==> src/rtl/spindle_io_pkg.sv <==
// Constants shared by the spindle external I/O block
// Function
// - Rotation sense open clockwise, closed counterclockwise
// - Step pulse edge changes setpoint 200/1000
// - Release toggle clears error once cause gone
// - Keep error, ignore release while cause present
// - Selector attached: choice bits pick motor
// - No selector, preset mode: bits pick slot
// - Run output closed while rotating by default
// - Inversion option: run output closed while stopped
// - Shared output shows direction under rotate command
// - Shared output shows motor one or two
// - Fault closed normally, open on error
// - Fault output polarity selectable
// - Fault output may carry patterned error code
// - Spindle choice open motor one, closed two
// - Polarity closed raises, open lowers setpoint
// - Choice pair decodes to slots one..four
// - Rotate command closed starts, open stops
package spindle_io_pkg;
  localparam int CLK_HZ = 10_000_000;
  localparam int DEBOUNCE_US = 100;
  localparam int DEBOUNCE_CYC = DEBOUNCE_US * (CLK_HZ / 1_000_000);
  localparam int PATTERN_UNIT_MS = 250;
  localparam int PATTERN_UNIT_CYC = PATTERN_UNIT_MS * (CLK_HZ / 1000);
  localparam int PATTERN_GAP_UNITS = 4;
  localparam int NUM_INPUTS = 8;
  // Input vector positions after conditioning
  localparam int IN_SENSE = 0;
  localparam int IN_STEP = 1;
  localparam int IN_POL = 2;
  localparam int IN_REL = 3;
  localparam int IN_CB0 = 4;
  localparam int IN_CB1 = 5;
  localparam int IN_SPINDLE = 6;
  localparam int IN_ROTATE = 7;
  // Speed arithmetic in rpm
  localparam int RPM_W = 17;
  localparam logic [RPM_W-1:0] STEP_SMALL = 17'h000C8;
  localparam logic [RPM_W-1:0] STEP_LARGE = 17'h003E8;
  localparam logic [RPM_W-1:0] RPM_MIN = 17'h003E8;
  localparam logic [RPM_W-1:0] RPM_MAX = 17'h13880;
  localparam logic [RPM_W-1:0] RPM_RESET = 17'h003E8;
  // Register byte addresses
  localparam logic [11:0] ADDR_CTRL = 12'h000;
  localparam logic [11:0] ADDR_SLOT0 = 12'h004;
  localparam logic [11:0] ADDR_SLOT1 = 12'h008;
  localparam logic [11:0] ADDR_SLOT2 = 12'h00C;
  localparam logic [11:0] ADDR_SLOT3 = 12'h010;
  localparam logic [11:0] ADDR_STATUS = 12'h014;
  localparam logic [11:0] ADDR_SETPOINT = 12'h018;
  // Control register fields
  localparam int CTRL_W = 7;
  localparam int CB_LARGE_STEP = 0;
  localparam int CB_RUN_INVERT = 1;
  localparam int CB_SHARED_MOTOR = 2;
  localparam int CB_FAULT_INVERT = 3;
  localparam int CB_FAULT_PATTERN = 4;
  localparam int CB_SELECTOR = 5;
  localparam int CB_PRESET_MODE = 6;
  localparam logic [CTRL_W-1:0] CTRL_RESET = 7'h00;
endpackage : spindle_io_pkg

==> src/rtl/input_conditioner.sv <==
// Two-flop synchroniser and debounce filter for each external input
`timescale 1ns/100ps
module input_conditioner #(
  parameter int N = 8,
  parameter int CYC = 1000
) (
  input wire logic mclk,
  input wire logic rst_n,
  input wire logic [N-1:0] raw,
  output logic [N-1:0] clean
);
  genvar i;
  generate
    for (i = 0; i < N; i++) begin : g_bit
      logic s1_q;
      logic s2_q;
      logic [15:0] cnt_q;
      // Sync stage; s1_q feeds only s2_q
      always_ff @(posedge mclk) begin
        if (!rst_n) begin
          s1_q <= 1'b0;
          s2_q <= 1'b0;
        end else begin
          s1_q <= raw[i];
          s2_q <= s1_q;
        end
      end
      // Accept a new level only after it held still for CYC cycles; contact bounce is swallowed
      always_ff @(posedge mclk) begin
        if (!rst_n) begin
          cnt_q <= 16'h0000;
          clean[i] <= 1'b0;
        end else if (s2_q == clean[i]) begin
          cnt_q <= 16'h0000;
        end else if (cnt_q == 16'(CYC - 1)) begin
          cnt_q <= 16'h0000;
          clean[i] <= s2_q;
        end else begin
          cnt_q <= cnt_q + 16'h0001;
        end
      end
    end
  endgenerate
endmodule : input_conditioner

==> src/rtl/fault_pattern.sv <==
// Blink pattern generator: error code as a train of pulses then a gap
`timescale 1ns/100ps
module fault_pattern #(
  parameter int UNIT_CYC = 2500000
) (
  input wire logic mclk,
  input wire logic rst_n,
  input wire logic active,
  input wire logic [3:0] code,
  output logic pulse_q
);
  typedef enum logic [1:0] {P_IDLE, P_ON, P_OFF, P_GAP} pat_state_t;
  pat_state_t state_q;
  logic [31:0] timer_q;
  logic [3:0] left_q;
  logic [3:0] gap_q;
  logic tick;

  assign tick = (timer_q == 32'(UNIT_CYC - 1));

  // Unit timer restarts whenever the pattern is idle
  always_ff @(posedge mclk) begin
    if (!rst_n || state_q == P_IDLE || tick) begin
      timer_q <= 32'h00000000;
    end else begin
      timer_q <= timer_q + 32'h00000001;
    end
  end

  // One unit on, one unit off per count, then a long gap; a zero code still gives one pulse
  always_ff @(posedge mclk) begin
    if (!rst_n) begin
      state_q <= P_IDLE;
      left_q <= 4'h0;
      gap_q <= 4'h0;
      pulse_q <= 1'b0;
    end else if (!active) begin
      state_q <= P_IDLE;
      pulse_q <= 1'b0;
    end else begin
      unique case (state_q)
        P_IDLE: begin
          state_q <= P_ON;
          left_q <= (code == 4'h0) ? 4'h1 : code;
          pulse_q <= 1'b1;
        end
        P_ON: if (tick) begin
          state_q <= P_OFF;
          pulse_q <= 1'b0;
          left_q <= left_q - 4'h1;
        end
        P_OFF: if (tick) begin
          if (left_q == 4'h0) begin
            state_q <= P_GAP;
            gap_q <= 4'(spindle_io_pkg::PATTERN_GAP_UNITS - 1);
          end else begin
            state_q <= P_ON;
            pulse_q <= 1'b1;
          end
        end
        P_GAP: if (tick) begin
          if (gap_q == 4'h0) begin
            state_q <= P_IDLE;
          end else begin
            gap_q <= gap_q - 4'h1;
          end
        end
      endcase
    end
  end
endmodule : fault_pattern

==> src/rtl/spindle_external_io.sv <==
// External connector logic of the spindle controller with APB configuration
//
// The implementer's own choices: the register offsets and the APB register port.
`timescale 1ns/100ps
module spindle_external_io #(
  parameter int PATTERN_CYC = spindle_io_pkg::PATTERN_UNIT_CYC
) (
  input wire logic mclk,
  input wire logic rst_n,
  // APB slave
  input wire logic psel,
  input wire logic penable,
  input wire logic pwrite,
  input wire logic [11:0] paddr,
  input wire logic [31:0] pwdata,
  output logic [31:0] prdata,
  output logic pready,
  output logic pslverr,
  // Connector inputs, 1 = closed
  input wire logic rotation_sense_in,
  input wire logic speed_step_pulse,
  input wire logic step_polarity_input,
  input wire logic error_release_in,
  input wire logic choice_bit_zero,
  input wire logic choice_bit_one,
  input wire logic spindle_choice_input,
  input wire logic rotate_cmd_in,
  // From the rest of the controller
  input wire logic motor_rotating,
  input wire logic error_cause,
  input wire logic [7:0] error_code,
  // Connector outputs, 1 = closed
  output logic run_status_out,
  output logic shared_status_out,
  output logic fault_out,
  // To the rest of the controller
  output logic motor_start,
  output logic counter_sense,
  output logic [1:0] active_spindle_flag,
  output logic [1:0] preset_speed_slot,
  output logic [16:0] speed_setpoint,
  output logic error_latched,
  output logic display_error,
  output logic [7:0] display_code
);
  localparam int W = spindle_io_pkg::RPM_W;

  logic [spindle_io_pkg::NUM_INPUTS-1:0] raw;
  logic [spindle_io_pkg::NUM_INPUTS-1:0] cin;
  logic [spindle_io_pkg::CTRL_W-1:0] ctrl_q;
  logic [W-1:0] slot_q [4];
  logic step_prev_q;
  logic rel_prev_q;
  logic rel_armed_q;
  logic err_q;
  logic [W-1:0] pulse_sp_q;
  logic pattern;
  logic step_rise;
  logic rel_rise;
  logic rel_fall;
  logic clockwise_sense;
  logic [1:0] choice;
  logic [1:0] motor_d;
  logic [W:0] step_amt;
  logic [W:0] sum_up;
  logic [W:0] sum_dn;
  logic [W-1:0] sp_d;
  logic setup;
  logic wr_en;
  logic addr_ok;
  logic [31:0] rd_d;

  assign raw = {rotate_cmd_in, spindle_choice_input, choice_bit_one, choice_bit_zero,
                error_release_in, step_polarity_input, speed_step_pulse, rotation_sense_in};

  input_conditioner #(
    .N(spindle_io_pkg::NUM_INPUTS),
    .CYC(spindle_io_pkg::DEBOUNCE_CYC)
  ) u_cond (
    .mclk(mclk),
    .rst_n(rst_n),
    .raw(raw),
    .clean(cin)
  );

  fault_pattern #(
    .UNIT_CYC(PATTERN_CYC)
  ) u_pat (
    .mclk(mclk),
    .rst_n(rst_n),
    .active(err_q),
    .code(error_code[3:0]),
    .pulse_q(pattern)
  );

  // Edges are taken on the conditioned levels only
  always_ff @(posedge mclk) begin
    if (!rst_n) begin
      step_prev_q <= 1'b0;
    end else begin
      step_prev_q <= cin[spindle_io_pkg::IN_STEP];
    end
  end

  // Release history; reset matches the open idle level, so no false edge follows reset
  always_ff @(posedge mclk) begin
    if (!rst_n) begin
      rel_prev_q <= 1'b0;
    end else begin
      rel_prev_q <= cin[spindle_io_pkg::IN_REL];
    end
  end
  assign step_rise = cin[spindle_io_pkg::IN_STEP] & ~step_prev_q;
  assign rel_rise = cin[spindle_io_pkg::IN_REL] & ~rel_prev_q;
  assign rel_fall = ~cin[spindle_io_pkg::IN_REL] & rel_prev_q;

  // Release needs open-closed-open; a toggle seen while the cause persists is dropped
  always_ff @(posedge mclk) begin
    if (!rst_n) begin
      rel_armed_q <= 1'b0;
    end else if (error_cause || !err_q) begin
      rel_armed_q <= 1'b0;
    end else if (rel_rise) begin
      rel_armed_q <= 1'b1;
    end else if (rel_fall) begin
      rel_armed_q <= 1'b0;
    end
  end

  // Error latch: a live cause always wins over a release
  always_ff @(posedge mclk) begin
    if (!rst_n) begin
      err_q <= 1'b0;
    end else if (error_cause) begin
      err_q <= 1'b1;
    end else if (rel_fall && rel_armed_q) begin
      err_q <= 1'b0;
    end
  end

  // Step arithmetic with clamping to the speed range
  assign step_amt = {1'b0, ctrl_q[spindle_io_pkg::CB_LARGE_STEP] ?
                    spindle_io_pkg::STEP_LARGE : spindle_io_pkg::STEP_SMALL};
  assign sum_up = {1'b0, pulse_sp_q} + step_amt;
  assign sum_dn = {1'b0, pulse_sp_q} - step_amt;
  always_comb begin
    sp_d = pulse_sp_q;
    if (cin[spindle_io_pkg::IN_POL]) begin
      sp_d = (sum_up > {1'b0, spindle_io_pkg::RPM_MAX}) ?
             spindle_io_pkg::RPM_MAX : sum_up[W-1:0];
    end else begin
      sp_d = (sum_dn[W] || sum_dn < {1'b0, spindle_io_pkg::RPM_MIN}) ?
             spindle_io_pkg::RPM_MIN : sum_dn[W-1:0];
    end
  end

  // Pulse-mode setpoint counter
  always_ff @(posedge mclk) begin
    if (!rst_n) begin
      pulse_sp_q <= spindle_io_pkg::RPM_RESET;
    end else if (step_rise && !ctrl_q[spindle_io_pkg::CB_PRESET_MODE]) begin
      pulse_sp_q <= sp_d;
    end
  end

  // Choice pair is high bit then low bit; the selector unit takes priority over presets
  assign choice = {cin[spindle_io_pkg::IN_CB1], cin[spindle_io_pkg::IN_CB0]};
  assign clockwise_sense = ~cin[spindle_io_pkg::IN_SENSE];
  always_comb begin
    if (ctrl_q[spindle_io_pkg::CB_SELECTOR]) begin
      motor_d = choice;
    end else begin
      motor_d = {1'b0, cin[spindle_io_pkg::IN_SPINDLE]};
    end
  end

  // Start and direction commands; a latched error holds the motor off
  always_ff @(posedge mclk) begin
    if (!rst_n) begin
      motor_start <= 1'b0;
      counter_sense <= 1'b0;
    end else begin
      motor_start <= cin[spindle_io_pkg::IN_ROTATE] & ~err_q;
      counter_sense <= ~clockwise_sense;
    end
  end

  // Motor and preset choice handed to the drive
  always_ff @(posedge mclk) begin
    if (!rst_n) begin
      active_spindle_flag <= 2'h0;
      preset_speed_slot <= 2'h0;
    end else begin
      active_spindle_flag <= motor_d;
      preset_speed_slot <= choice;
    end
  end

  // Setpoint: a preset slot, or the pulse counter; the selector unit disables presets
  always_ff @(posedge mclk) begin
    if (!rst_n) begin
      speed_setpoint <= spindle_io_pkg::RPM_RESET;
    end else if (ctrl_q[spindle_io_pkg::CB_PRESET_MODE] &&
                 !ctrl_q[spindle_io_pkg::CB_SELECTOR]) begin
      speed_setpoint <= slot_q[choice];
    end else begin
      speed_setpoint <= pulse_sp_q;
    end
  end

  // Run contact follows the drive, optionally inverted
  always_ff @(posedge mclk) begin
    if (!rst_n) begin
      run_status_out <= 1'b0;
    end else begin
      run_status_out <= motor_rotating ^ ctrl_q[spindle_io_pkg::CB_RUN_INVERT];
    end
  end

  // Shared contact shows either the chosen motor or the commanded direction
  always_ff @(posedge mclk) begin
    if (!rst_n) begin
      shared_status_out <= 1'b0;
    end else if (ctrl_q[spindle_io_pkg::CB_SHARED_MOTOR]) begin
      shared_status_out <= (motor_d == 2'h1);
    end else begin
      shared_status_out <= cin[spindle_io_pkg::IN_ROTATE] & ~clockwise_sense;
    end
  end

  // Fault contact: static level, or the blink train when enabled
  always_ff @(posedge mclk) begin
    if (!rst_n) begin
      fault_out <= 1'b0;
    end else if (ctrl_q[spindle_io_pkg::CB_FAULT_PATTERN]) begin
      fault_out <= pattern;
    end else begin
      fault_out <= ~err_q ^ ctrl_q[spindle_io_pkg::CB_FAULT_INVERT];
    end
  end

  // Error flag and code for the speed display
  always_ff @(posedge mclk) begin
    if (!rst_n) begin
      error_latched <= 1'b0;
      display_error <= 1'b0;
      display_code <= 8'h00;
    end else begin
      error_latched <= err_q;
      display_error <= err_q;
      display_code <= err_q ? error_code : 8'h00;
    end
  end

  // APB decode; every access has one wait-free access phase after setup
  assign setup = psel & ~penable;
  assign wr_en = psel & penable & pready & pwrite & ~pslverr;
  always_comb begin
    addr_ok = 1'b1;
    rd_d = 32'h00000000;
    unique case (paddr)
      spindle_io_pkg::ADDR_CTRL: rd_d = {25'h0000000, ctrl_q};
      spindle_io_pkg::ADDR_SLOT0: rd_d = {15'h0000, slot_q[0]};
      spindle_io_pkg::ADDR_SLOT1: rd_d = {15'h0000, slot_q[1]};
      spindle_io_pkg::ADDR_SLOT2: rd_d = {15'h0000, slot_q[2]};
      spindle_io_pkg::ADDR_SLOT3: rd_d = {15'h0000, slot_q[3]};
      spindle_io_pkg::ADDR_STATUS: rd_d = {20'h00000, error_code, err_q,
                                             active_spindle_flag, motor_start};
      spindle_io_pkg::ADDR_SETPOINT: rd_d = {15'h0000, speed_setpoint};
      default: addr_ok = 1'b0;
    endcase
  end

  // Handshake answer registered in setup so that pready and pslverr come from flops
  always_ff @(posedge mclk) begin
    if (!rst_n) begin
      pready <= 1'b0;
      pslverr <= 1'b0;
    end else begin
      pready <= setup;
      pslverr <= setup & ~addr_ok;
    end
  end

  // Read data stands only in the access cycle and reads zero otherwise
  always_ff @(posedge mclk) begin
    if (!rst_n) begin
      prdata <= 32'h00000000;
    end else begin
      prdata <= (setup && !pwrite) ? rd_d : 32'h00000000;
    end
  end

  // Configuration writes; read-only registers ignore writes
  always_ff @(posedge mclk) begin
    if (!rst_n) begin
      ctrl_q <= spindle_io_pkg::CTRL_RESET;
      for (int k = 0; k < 4; k++) begin
        slot_q[k] <= spindle_io_pkg::RPM_RESET;
      end
    end else if (wr_en) begin
      unique case (paddr)
        spindle_io_pkg::ADDR_CTRL: ctrl_q <= pwdata[spindle_io_pkg::CTRL_W-1:0];
        spindle_io_pkg::ADDR_SLOT0: slot_q[0] <= pwdata[W-1:0];
        spindle_io_pkg::ADDR_SLOT1: slot_q[1] <= pwdata[W-1:0];
        spindle_io_pkg::ADDR_SLOT2: slot_q[2] <= pwdata[W-1:0];
        spindle_io_pkg::ADDR_SLOT3: slot_q[3] <= pwdata[W-1:0];
        default: ;
      endcase
    end
  end
endmodule : spindle_external_io

==> config.mk <==
export PLATFORM = sky130hd
export DESIGN_NAME = spindle_external_io
export DESIGN_NICKNAME = d
export VERILOG_FILES = /design/src/rtl/spindle_io_pkg.sv /design/src/rtl/input_conditioner.sv /design/src/rtl/fault_pattern.sv /design/src/rtl/spindle_external_io.sv
export SDC_FILE = /design/constraint.sdc
export NUM_CORES = 1
export LEC_CHECK = 0
export BUFFER_PORTS_ARGS = -buffer_cell sky130_fd_sc_hd__buf_4
export CORE_ASPECT_RATIO = 0.75
export CORE_MARGIN = 3
export CORE_UTILIZATION = 50
export CTS_CLUSTER_DIAMETER = 60
export CTS_CLUSTER_SIZE = 8
export DETAILED_ROUTE_END_ITERATION = 16
export GPL_ROUTABILITY_DRIVEN = 0
export PLACE_DENSITY = 0.69
export SYNTH_ARGS = -nofsm -noshare
export SYNTH_HDL_FRONTEND = slang
export SYNTH_SLANG_ARGS = --single-unit
==> constraint.sdc <==
create_clock -name mclk -period 10.31 [get_ports mclk]
set_input_delay 2.062 -clock mclk [delete_from_list [all_inputs] [get_ports mclk]]
set_output_delay 2.062 -clock mclk [all_outputs]
set_load 0.03 [all_outputs]
== Yosys cells after proc, flatten, opt, wreduce, memory -nomap -nowiden ==
Memory sizes are Yosys's and may differ from the RTL's.
Cells that the tools add are included.

* Flip-flop bits (word level): 292
* RAM bits: 68
* Bits of input ports: 67
* Output and inout bits: 70
* Logic and storage cells: 240
* Memories: 1

{| class="wikitable"
|+ Memory list
! memory !! words !! width !! read ports !! clocked after memory_dff !! wr ports !! line !! RTL
|-
| slot_q || 4 || 17 || 5 || 0 || 4 || spindle_external_io.sv:51 || <nowiki>logic [W-1:0] slot_q [4];</nowiki>
|}

* $add $sub $neg: 13
* Order comparisons: 2
* Eq/ne operators: 34
* Mux-type cells: 53
* Bitwise operators: 33
* Reductions and logical operators: 48

{| class="wikitable"
|+ Operator list
! kind !! number
|-
| two-way mux 17 bit || 8
|-
| adder 16 x 1 -> 16 bit (second input constant) || 8
|-
| equality test 16 x 10 -> 1 bit (second input constant) || 8
|-
| case mux 17 bit (7 select lines) || 1
|-
| equality test 12 x 5 -> 1 bit (second input constant) || 3
|-
| adder 32 x 1 -> 32 bit (second input constant) || 1
|-
| equality test 32 x 22 -> 1 bit (second input constant) || 1
|-
| two-way mux 1 bit || 27
|-
| equality test 12 x 4 -> 1 bit (second input constant) || 2
|-
| two-way mux 4 bit || 6
|-
| OR reduction 3 bit || 8
|-
| AND reduction 2 bit || 11
|-
| adder 17 x 10 -> 18 bit || 1
|-
| > comparator 18 x 17 -> 1 bit (second input constant) || 1
|-
| less-than comparator 18 x 10 -> 1 bit (second input constant) || 1
|-
| subtractor 17 x 10 -> 18 bit || 1
|-
| NOT 1 bit || 16
|-
| case mux 4 bit (2 select lines) || 2
|-
| equality test 12 x 3 -> 1 bit (second input constant) || 1
|-
| zero test 12 bit || 1
|-
| zero test 4 bit || 3
|-
| two-way mux 2 bit || 6
|-
| bitwise AND 1 bit || 11
|-
| two-way mux 10 bit || 1
|-
| 21 further kinds || 54
|}

== Logic depth before layout (Yosys ltp) ==
Gate-level depths: netlist (run 1).

* Depth in word-level cells: 8
* Depth in mapped cells: 11
* Gate-level depth less buffers: 10

== Modules after synthesis ==
Synthesis (run 1) repeated with hierarchy kept, for this count alone.

* Cell total of the unflattened synthesis: 1771
* Area, all modules: 16398.2 µm²

{| class="wikitable"
|+ Modules (own cells, without submodules)
! module !! instances !! cells an instance !! area each (µm²) !! sequential area each (µm²)
|-
| spindle_external_io || 1 || 758 || 7562.3 || 3623.5
|-
| input_conditioner || 1 || 725 || 6438.7 || 3042.9
|-
| fault_pattern || 1 || 288 || 2397.3 || 860.8
|}

== Least setup slack after synthesis (run 1) ==
OpenSTA, ideal clock, no wires.

* Path type: input to register
* Start point: input port paddr[9]
* End point: memory slot_q[1][0] (netlist name) (enable)
* Setup time: 0.415 ns
* Arrival: 4.461 ns
* Required time: 9.895 ns
* Path slack: 5.434 ns
* Cell stages on the path: 7
* Buffers on the path: 1
* Cells stage by stage: nor4_1 -> nand2_1 -> nor4_1 -> nor2b_1 -> clkbuf_1 -> nand2_1 -> o21ai_0

{| class="wikitable"
|+ RTL lines
! element !! line !! RTL
|-
| from (decl) || spindle_external_io.sv:14 || <nowiki>input wire logic [11:0] paddr,</nowiki>
|-
| to (decl) || spindle_external_io.sv:51 ||
|}

==> impl_metrics.toml, run 1 <==
[sta]
max_slew_margin_pct = 21.8
fin_setup_tns_ns = 0
hold_viol = 0
maxSlewViolCount = 0
post-route-period-util_pct = 47.7
rsz0062_at_grt = "no"
setup_viol = 0
setup_slack_ns = 5.39
period_needed_ns = 4.92
max_freq_ghz = 0.203
worst_pin_slew_ns = 1.17
finalClockSkew_ns = 0.0238

[placed_design]
dp_slack_ns = 4.94
numPlacedInstances = 2128
numPortBuffers = 106
dp_hpwl_um = 26600

[yosys]
ys_types = 74
synthCells = 1688
synth_edf_count = 68
yosysTopAreaCell = "dfxtp_1"
syn_avg_cell_area_um2 = 9.34
ys_top_cells_by_area = "dfxtp_1 (35%), edfxtp_1 (13%), xor2_1 (5.7%)"
synth-seq-area-share_pct = 47.8
synthFlopType = "dfxtp_1"
synth_top_area_share_pct = 34.8
synthesis.area_um2 = 15800
async_reset_ff_share_pct = 0
synth_seq_cells = 342
yosys_warnings = 0

[routing]
drc = 0
drt-initial-drc-count = 1208
vias = 12500
routed_wl_um = 38600
routedLengthMet1_um = 17200
wl_met3_um = 2940
ant_nets = 0
top_layer_used = "met4"
drt_pass1_iterations = 8
via_per_inst = 5.68
wl_met2_um = 17400
routedWlPerCell_um = 17.6

[final_layout]
multi_input_area_um2 = 7780
syn_to_final_growth_pct = 15.1
layout_common_cells = "dfxtp_1 (274), nor2_1 (233), nand2_1 (140), buf_4 (116), xor2_1 (103)"
instances_no_fill = 2197
regArea_um2 = 7530
fillers = 2661
drive_gt1_share_pct = 11.9
final_nets = 1869
final_common_cell = "dfxtp_1"

[floorplan]
die_w_um = 211
ios = 137
initial_utilization_pct = 51.5
rows = 55
die_h_um = 160
fp.coreArea_um2 = 30600
die-area_um2 = 33700

[global_routing]
grt_use_total_pct = 22.4
overflow = 0
grt_pass1_wl_um = 62000
grt_max_degree = 54
grt_pass1_vias = 12000
antenna_found_initial = 1

[power]
power_density_nw_per_um2 = 160
vdd_drop_max_mv = 0.129
p_leak_nw = 6.55

[clock_network]
hold_buffers = 0
cts_tree = "built"
cts_resized = 0
cts.sinks = 342
clkLatencyLatePin_ns = 0.56
numCtsBuffers = 48
cts-root-buf = "clkbuf_16"
clkTransAtPathRegs_ns = 0.05
htreeDepth = 2
post_cts_buffers = 0
ctsLongestPathBuffers = 3

[min_path]
hp-class = "reg -> reg"

[worst_setup_path]
worstPathMaxFanout = 12
max_stage_delay_ns = 0.82
crit_chain = "buf_4 -> nor4_1 -> nand2_1 -> nor4_2 -> buf_4 -> nor2b_1 -> nand2_1 -> o21ai_1 -> buf_4"
cp_slowest_cell = "o21ai_1"
crit_type = "in -> reg"
crit_path_end_kind = "flop"
crit_top_cell = "buf_4"
startpoint_type = "primary input"
cp.required_ns = 10.56
path_delay_family = "simple AND/OR/NAND/NOR gates"
cp.arrival_ns = 5.17
cp_num_buf_inv = 3

[run_status]
status = "finished clean"

[run]
cap_violations = 0
==> where the power goes <==
part / internal, mW / leakage [nW] / switching, mW
logic: 0.0353 / 3.01 / 0.0587
clock network: 0.864 / 0.648 / 0.556
registers: 1.38 / 2.89 / 0.0106
==> synth_stat cells, types with 4 or more instances <==
cell,instances
nor2b_1,29
a21oi_1,67
ha_1,23
a21boi_0,4
mux4_2,17
o21ai_0,56
o211a_1,4
nand4_1,31
a222oi_1,10
and3_1,37
o211ai_1,4
buf_4,16
nand3_1,82
and2_1,79
buf_2,7
edfxtp_1,68
nor2_1,233
or3_1,47
a22oi_1,11
o22ai_1,7
inv_1,28
a31oi_1,10
or2_2,5
nand3b_1,4
mux2i_1,26
or4_1,7
nand2_1,140
nor3b_1,9
xor2_1,103
nor4_1,21
clkbuf_1,60
xnor2_1,49
and4_1,10
nand2b_1,10
buf_1,6
a21o_1,4
a22o_1,10
nor3_1,22
mux2_2,10
dfxtp_1,274
==> logic make-up (layout without fill, tap and decap cells) <==
| logic type | Yosys count | in the layout | share of synthesized area, % |
|---|---|---|---|
| AND/OR/NAND/NOR | 780 | 780 | 24.8 |
| flip-flops | 342 | 342 | 47.8 |
| AO/OA/AOI/OAI | 219 | 219 | 9.05 |
| XOR/XNOR | 152 | 152 | 8.45 |
| buffers and inverters | 118 | 213 | 3.25 |
| multiplexers | 53 | 53 | 4.80 |
| adder cells (fa/ha/maj) | 23 | 23 | 1.83 |
| other | 1 | 16 | 0.0238 |
==> state kept, by name, indices dropped and copies added (netlist names), 2 cells and up <==
name,cells
u_cond.g_bit.cnt_q,128
slot_q,68
u_pat.timer_q,32
prdata,17
speed_setpoint,17
pulse_sp_q,14
display_code,8
u_cond.clean,8
u_cond.g_bit.s1_q,8
u_cond.g_bit.s2_q,8
ctrl_q,7
u_pat.gap_q,4
u_pat.left_q,4
active_spindle_flag,2
preset_speed_slot,2
u_pat.state_q,2
==> worst paths after layout <==
path,startpoint,slack [ns],depth (start not counted),to
worst min register to register,u_cond.g_bit[6].s1_q,0.43,1,u_cond.g_bit[6].s2_q
worst min-delay path,u_cond.g_bit[6].s1_q,0.43,1,u_cond.g_bit[6].s2_q
worst max register to register,ctrl_q[0],6.58,10,pulse_sp_q[7]
worst max-delay path,paddr[9],5.39,9,slot_q[3][5]
==> final cells by class <==
| class | instances | area share [%] |
|---|---|---|
| Timing Repair Buffer | 116 | 4.80 |
| Clock inverter | 2 | 0.255 |
| Clock buffer | 66 | 7.17 |
| Tap cell | 399 | 2.75 |
| Multi-Input combinational cell | 1242 | 42.9 |
| Sequential cell | 342 | 41.5 |
| Inverter | 29 | 0.600 |
| Antenna cell | 1 | 0.0138 |
==> per-stage QoR <==
step                      area, µm²  hold WS, ns  util [%]  total power, mW
after floorplan               15800        0.412         -             1.47
after global placement        16800        0.416      54.8             1.51
after detailed placement      16800        0.422      54.8             1.51
after CTS                     18100        0.433      59.2             2.93
after global routing          18100        0.455      59.2             3.00
final                         18100        0.430      59.2             2.91
==> worst register-to-register path, stage by stage, from the launching register on <==
cell and delay [ns]:
dfxtp_1 0.55, inv_1 0.15, ha_1 0.48, nor2b_1 0.22, a311oi_2 0.44, o211ai_1 0.25
xor2_1 0.21, a31oi_1 0.15, nor3_2 0.63, a21oi_1 0.15, or3b_1 0.38
==> routing by layer <==
metal  global-route usage, %  vias up
met4                    8.06        0
li1                        -     6065
met1                    30.8     5929
met5                       0        -
met2                    35.1      411
met3                    4.97       82
No activity file was read; power rests on OpenSTA's default activity.
==> inputs of run 2 (changes only) <==
Settings changed: ABC_AREA from default to 1.
Clock period 10.31 ns to 4.6 ns, I/O delays scaled along.
==> run 2 against run 1 <==
  * Clock skew decreased by 0.0060 ns
  * Final cell count grew 23%
  * Synthesized cell count up 26%
  * Critical path type unchanged
  * Clock power rose by 120%
  * Setup slack got worse by 3.7 ns
  * Register-to-register slack worse by 4.7 ns
  * Non-clock buffer count did not move
  * Die area increased by 3.3%
==> impl_metrics.toml, run 2 <==
[clock_network]
cts_tree = "built"
clkTransAtPathRegs_ns = 0.05
cts.sinks = 342
cts-root-buf = "clkbuf_16"
htreeDepth = 2
ctsLongestPathBuffers = 3
cts_resized = 0
post_cts_buffers = 0
numCtsBuffers = 48
hold_buffers = 0
clkLatencyLatePin_ns = 0.57

[final_layout]
top_regs = "u_cond.g_bit.cnt_q x128, slot_q x68, u_pat.timer_q x32"
largest_reg_flops = 128
drive_gt1_share_pct = 11.2
final_nets = 2334
final_common_cell = "nand2_1"
fillers = 2897
largest_register = "u_cond.g_bit.cnt_q"
stdcell_area_um2 = 18700
syn_to_final_growth_pct = 14.9
layout_common_cells = "nand2_1 (370), inv_1 (323), dfxtp_1 (274), nor2_1 (249), a21oi_1 (148)"

[run_status]
status = "finished clean"

[worst_setup_path]
startpoint_type = "primary input"
worstPathMaxFanout = 17
cp.required_ns = 4.80
crit_type = "in -> reg"
crit_path_end_kind = "flop"
cp.arrival_ns = 3.11

[power]
vdd_drop_max_mv = 0.231
power.total_mw = 6.50
p_leak_nw = 7.41
power_density_nw_per_um2 = 347

[sta]
finalClockSkew_ns = 0.0178
max_slew_margin_pct = 25.5
worst_pin_slew_ns = 1.12
maxSlewViolCount = 0
setup_viol = 0
hold_viol = 0
max_freq_ghz = 0.343
fin_setup_tns_ns = 0
period_needed_ns = 2.91
rsz0062_at_grt = "no"
post-route-period-util_pct = 63.3

[yosys]
synthCells = 2129
async_reset_ff_share_pct = 0
muxShareOfSynthArea_pct = 0.0614
synthFlopType = "dfxtp_1"
synth-compound-area-share_pct = 12.6
ys_top_cells_by_area = "dfxtp_1 (34%), edfxtp_1 (13%), nand2_1 (8.5%)"
synthSimpleGateAreaFrac_pct = 27.1
synth_top_family_by_area = "simple AND/OR/NAND/NOR gates"
synthesis.area_um2 = 16300
synth-seq-area-share_pct = 46.2
synthTopCellsByCount = "nand2_1 (370), inv_1 (323), dfxtp_1 (274)"
synth_top_area_share_pct = 33.7
syn_avg_cell_area_um2 = 7.65
ys_types = 58
yosysTopAreaCell = "dfxtp_1"
synth_fa_ha_area_share_pct = 1.77
synth_xor_area_share_pct = 2.15
synth_most_common_cell = "nand2_1"
synth_edf_count = 68
yosys_warnings = 0
synth_seq_cells = 342

[floorplan]
initial_utilization_pct = 51.4
die-area_um2 = 34800
die_w_um = 214
rows = 56
fp.coreArea_um2 = 31700
ios = 137
die_h_um = 162

[routing]
drt-initial-drc-count = 1261
drt_pass1_iterations = 7
routed_wl_um = 42700
routedWlPerCell_um = 15.9
ant_nets = 0
via_per_inst = 5.34
vias = 14400
drc = 0

[global_routing]
grt_pass1_wl_um = 67700
antenna_found_initial = 1
grt_max_degree = 50
grt_use_total_pct = 23.8
grt_pass1_vias = 13400
overflow = 0

[min_path]
hp-class = "reg -> reg"

[run]
cap_violations = 0

[placed_design]
placed_area_um2 = 17400
dp_hpwl_um = 30500
numPortBuffers = 106
[run 2: cell types whose count changed after synthesis, moves of 25 or more]
cell      change
a21oi_1      +81
and2_1       -77
and3_1       -35
clkbuf_1     -32
inv_1       +295
mux2i_1      -25
nand2_1     +230
nor2_2       +25
nor2b_1      -29
nor3_1       +49
o21ai_0      +53
or3_1        -47
xnor2_1      -38
xor2_1       -74
[run 2: per-stage QoR]
stage | setup slack, ns | hold slack, ns | utilization, % | std cells
3_3_place_gp | 1.21 | 0.397 | 55.0 | 2629
3_5_place_dp | 1.10 | 0.400 | 55.0 | 2629
4_1_cts | 1.69 | 0.409 | 59.1 | 2693
2_1_floorplan | 1.36 | 0.390 | - | 2143
5_1_grt | 1.53 | 0.425 | 59.1 | 2694
6_report | 1.69 | 0.409 | 59.1 | 2694
[run 2: area by class of cell]
cell class | instances | area [µm²] | share of cell area (%)
clock inverters | 2 | 50.0 | 0.267
diodes | 1 | 2.50 | 0.0134
well taps | 435 | 544 | 2.91
inverters | 345 | 1290 | 6.92
clock buffers | 62 | 1260 | 6.75
multi-input cells | 1391 | 7170 | 38.3
flip-flops and latches | 342 | 7530 | 40.2
repair buffers | 116 | 871 | 4.65
[run 2: path summary, 6_finish.rpt]
kind / start / to / slack, ns / cells past startpoint
worst max-delay path: paddr[11] / slot_q[0][9] / 1.69 / 10
worst min-delay path: u_cond.g_bit[3].s1_q / u_cond.g_bit[3].s2_q / 0.41 / 2
worst max register to register: ctrl_q[0] / pulse_sp_q[8] / 1.86 / 14
worst min register to register: u_cond.g_bit[3].s1_q / u_cond.g_bit[3].s2_q / 0.41 / 2
[run 2: layer usage]
| metal | part of all wire (%) | routed length (µm) | global-route usage, % |
|---|---|---|---|
| met1 | 47 | 20000 | 33.6 |
| met5 | 0 | 0 | 0 |
| met2 | 43 | 18500 | 37.0 |
| met4 | 2.4 | 1020 | 7.16 |
| met3 | 7.7 | 3270 | 4.86 |
[run 2: logic make-up (layout without fill, tap and decap cells)]
logic type,Yosys count,count (layout)
simple gates,951,951
buf+inv,410,525
compound gates,361,361
flops,342,342
xor+xnor,40,40
fa+ha+maj,23,23
other cells,1,16
mux,1,1
[run 2: critical path, cell delays in order]
cell	delay, ns
buf_4	0.11
nor2_1	0.13
nand2_2	0.11
nor3_4	0.29
nand2_2	0.14
nor2_4	0.44
inv_2	0.10
nor2_1	0.14
inv_2	0.06
nand2_1	0.64
[run 2: where the power goes]
group	total, mW	switching, mW	internal [mW]
registers	3.11	0.0191	3.09
logic	0.202	0.140	0.0625
clock network	3.19	1.29	1.90
total	6.50	1.45	5.05
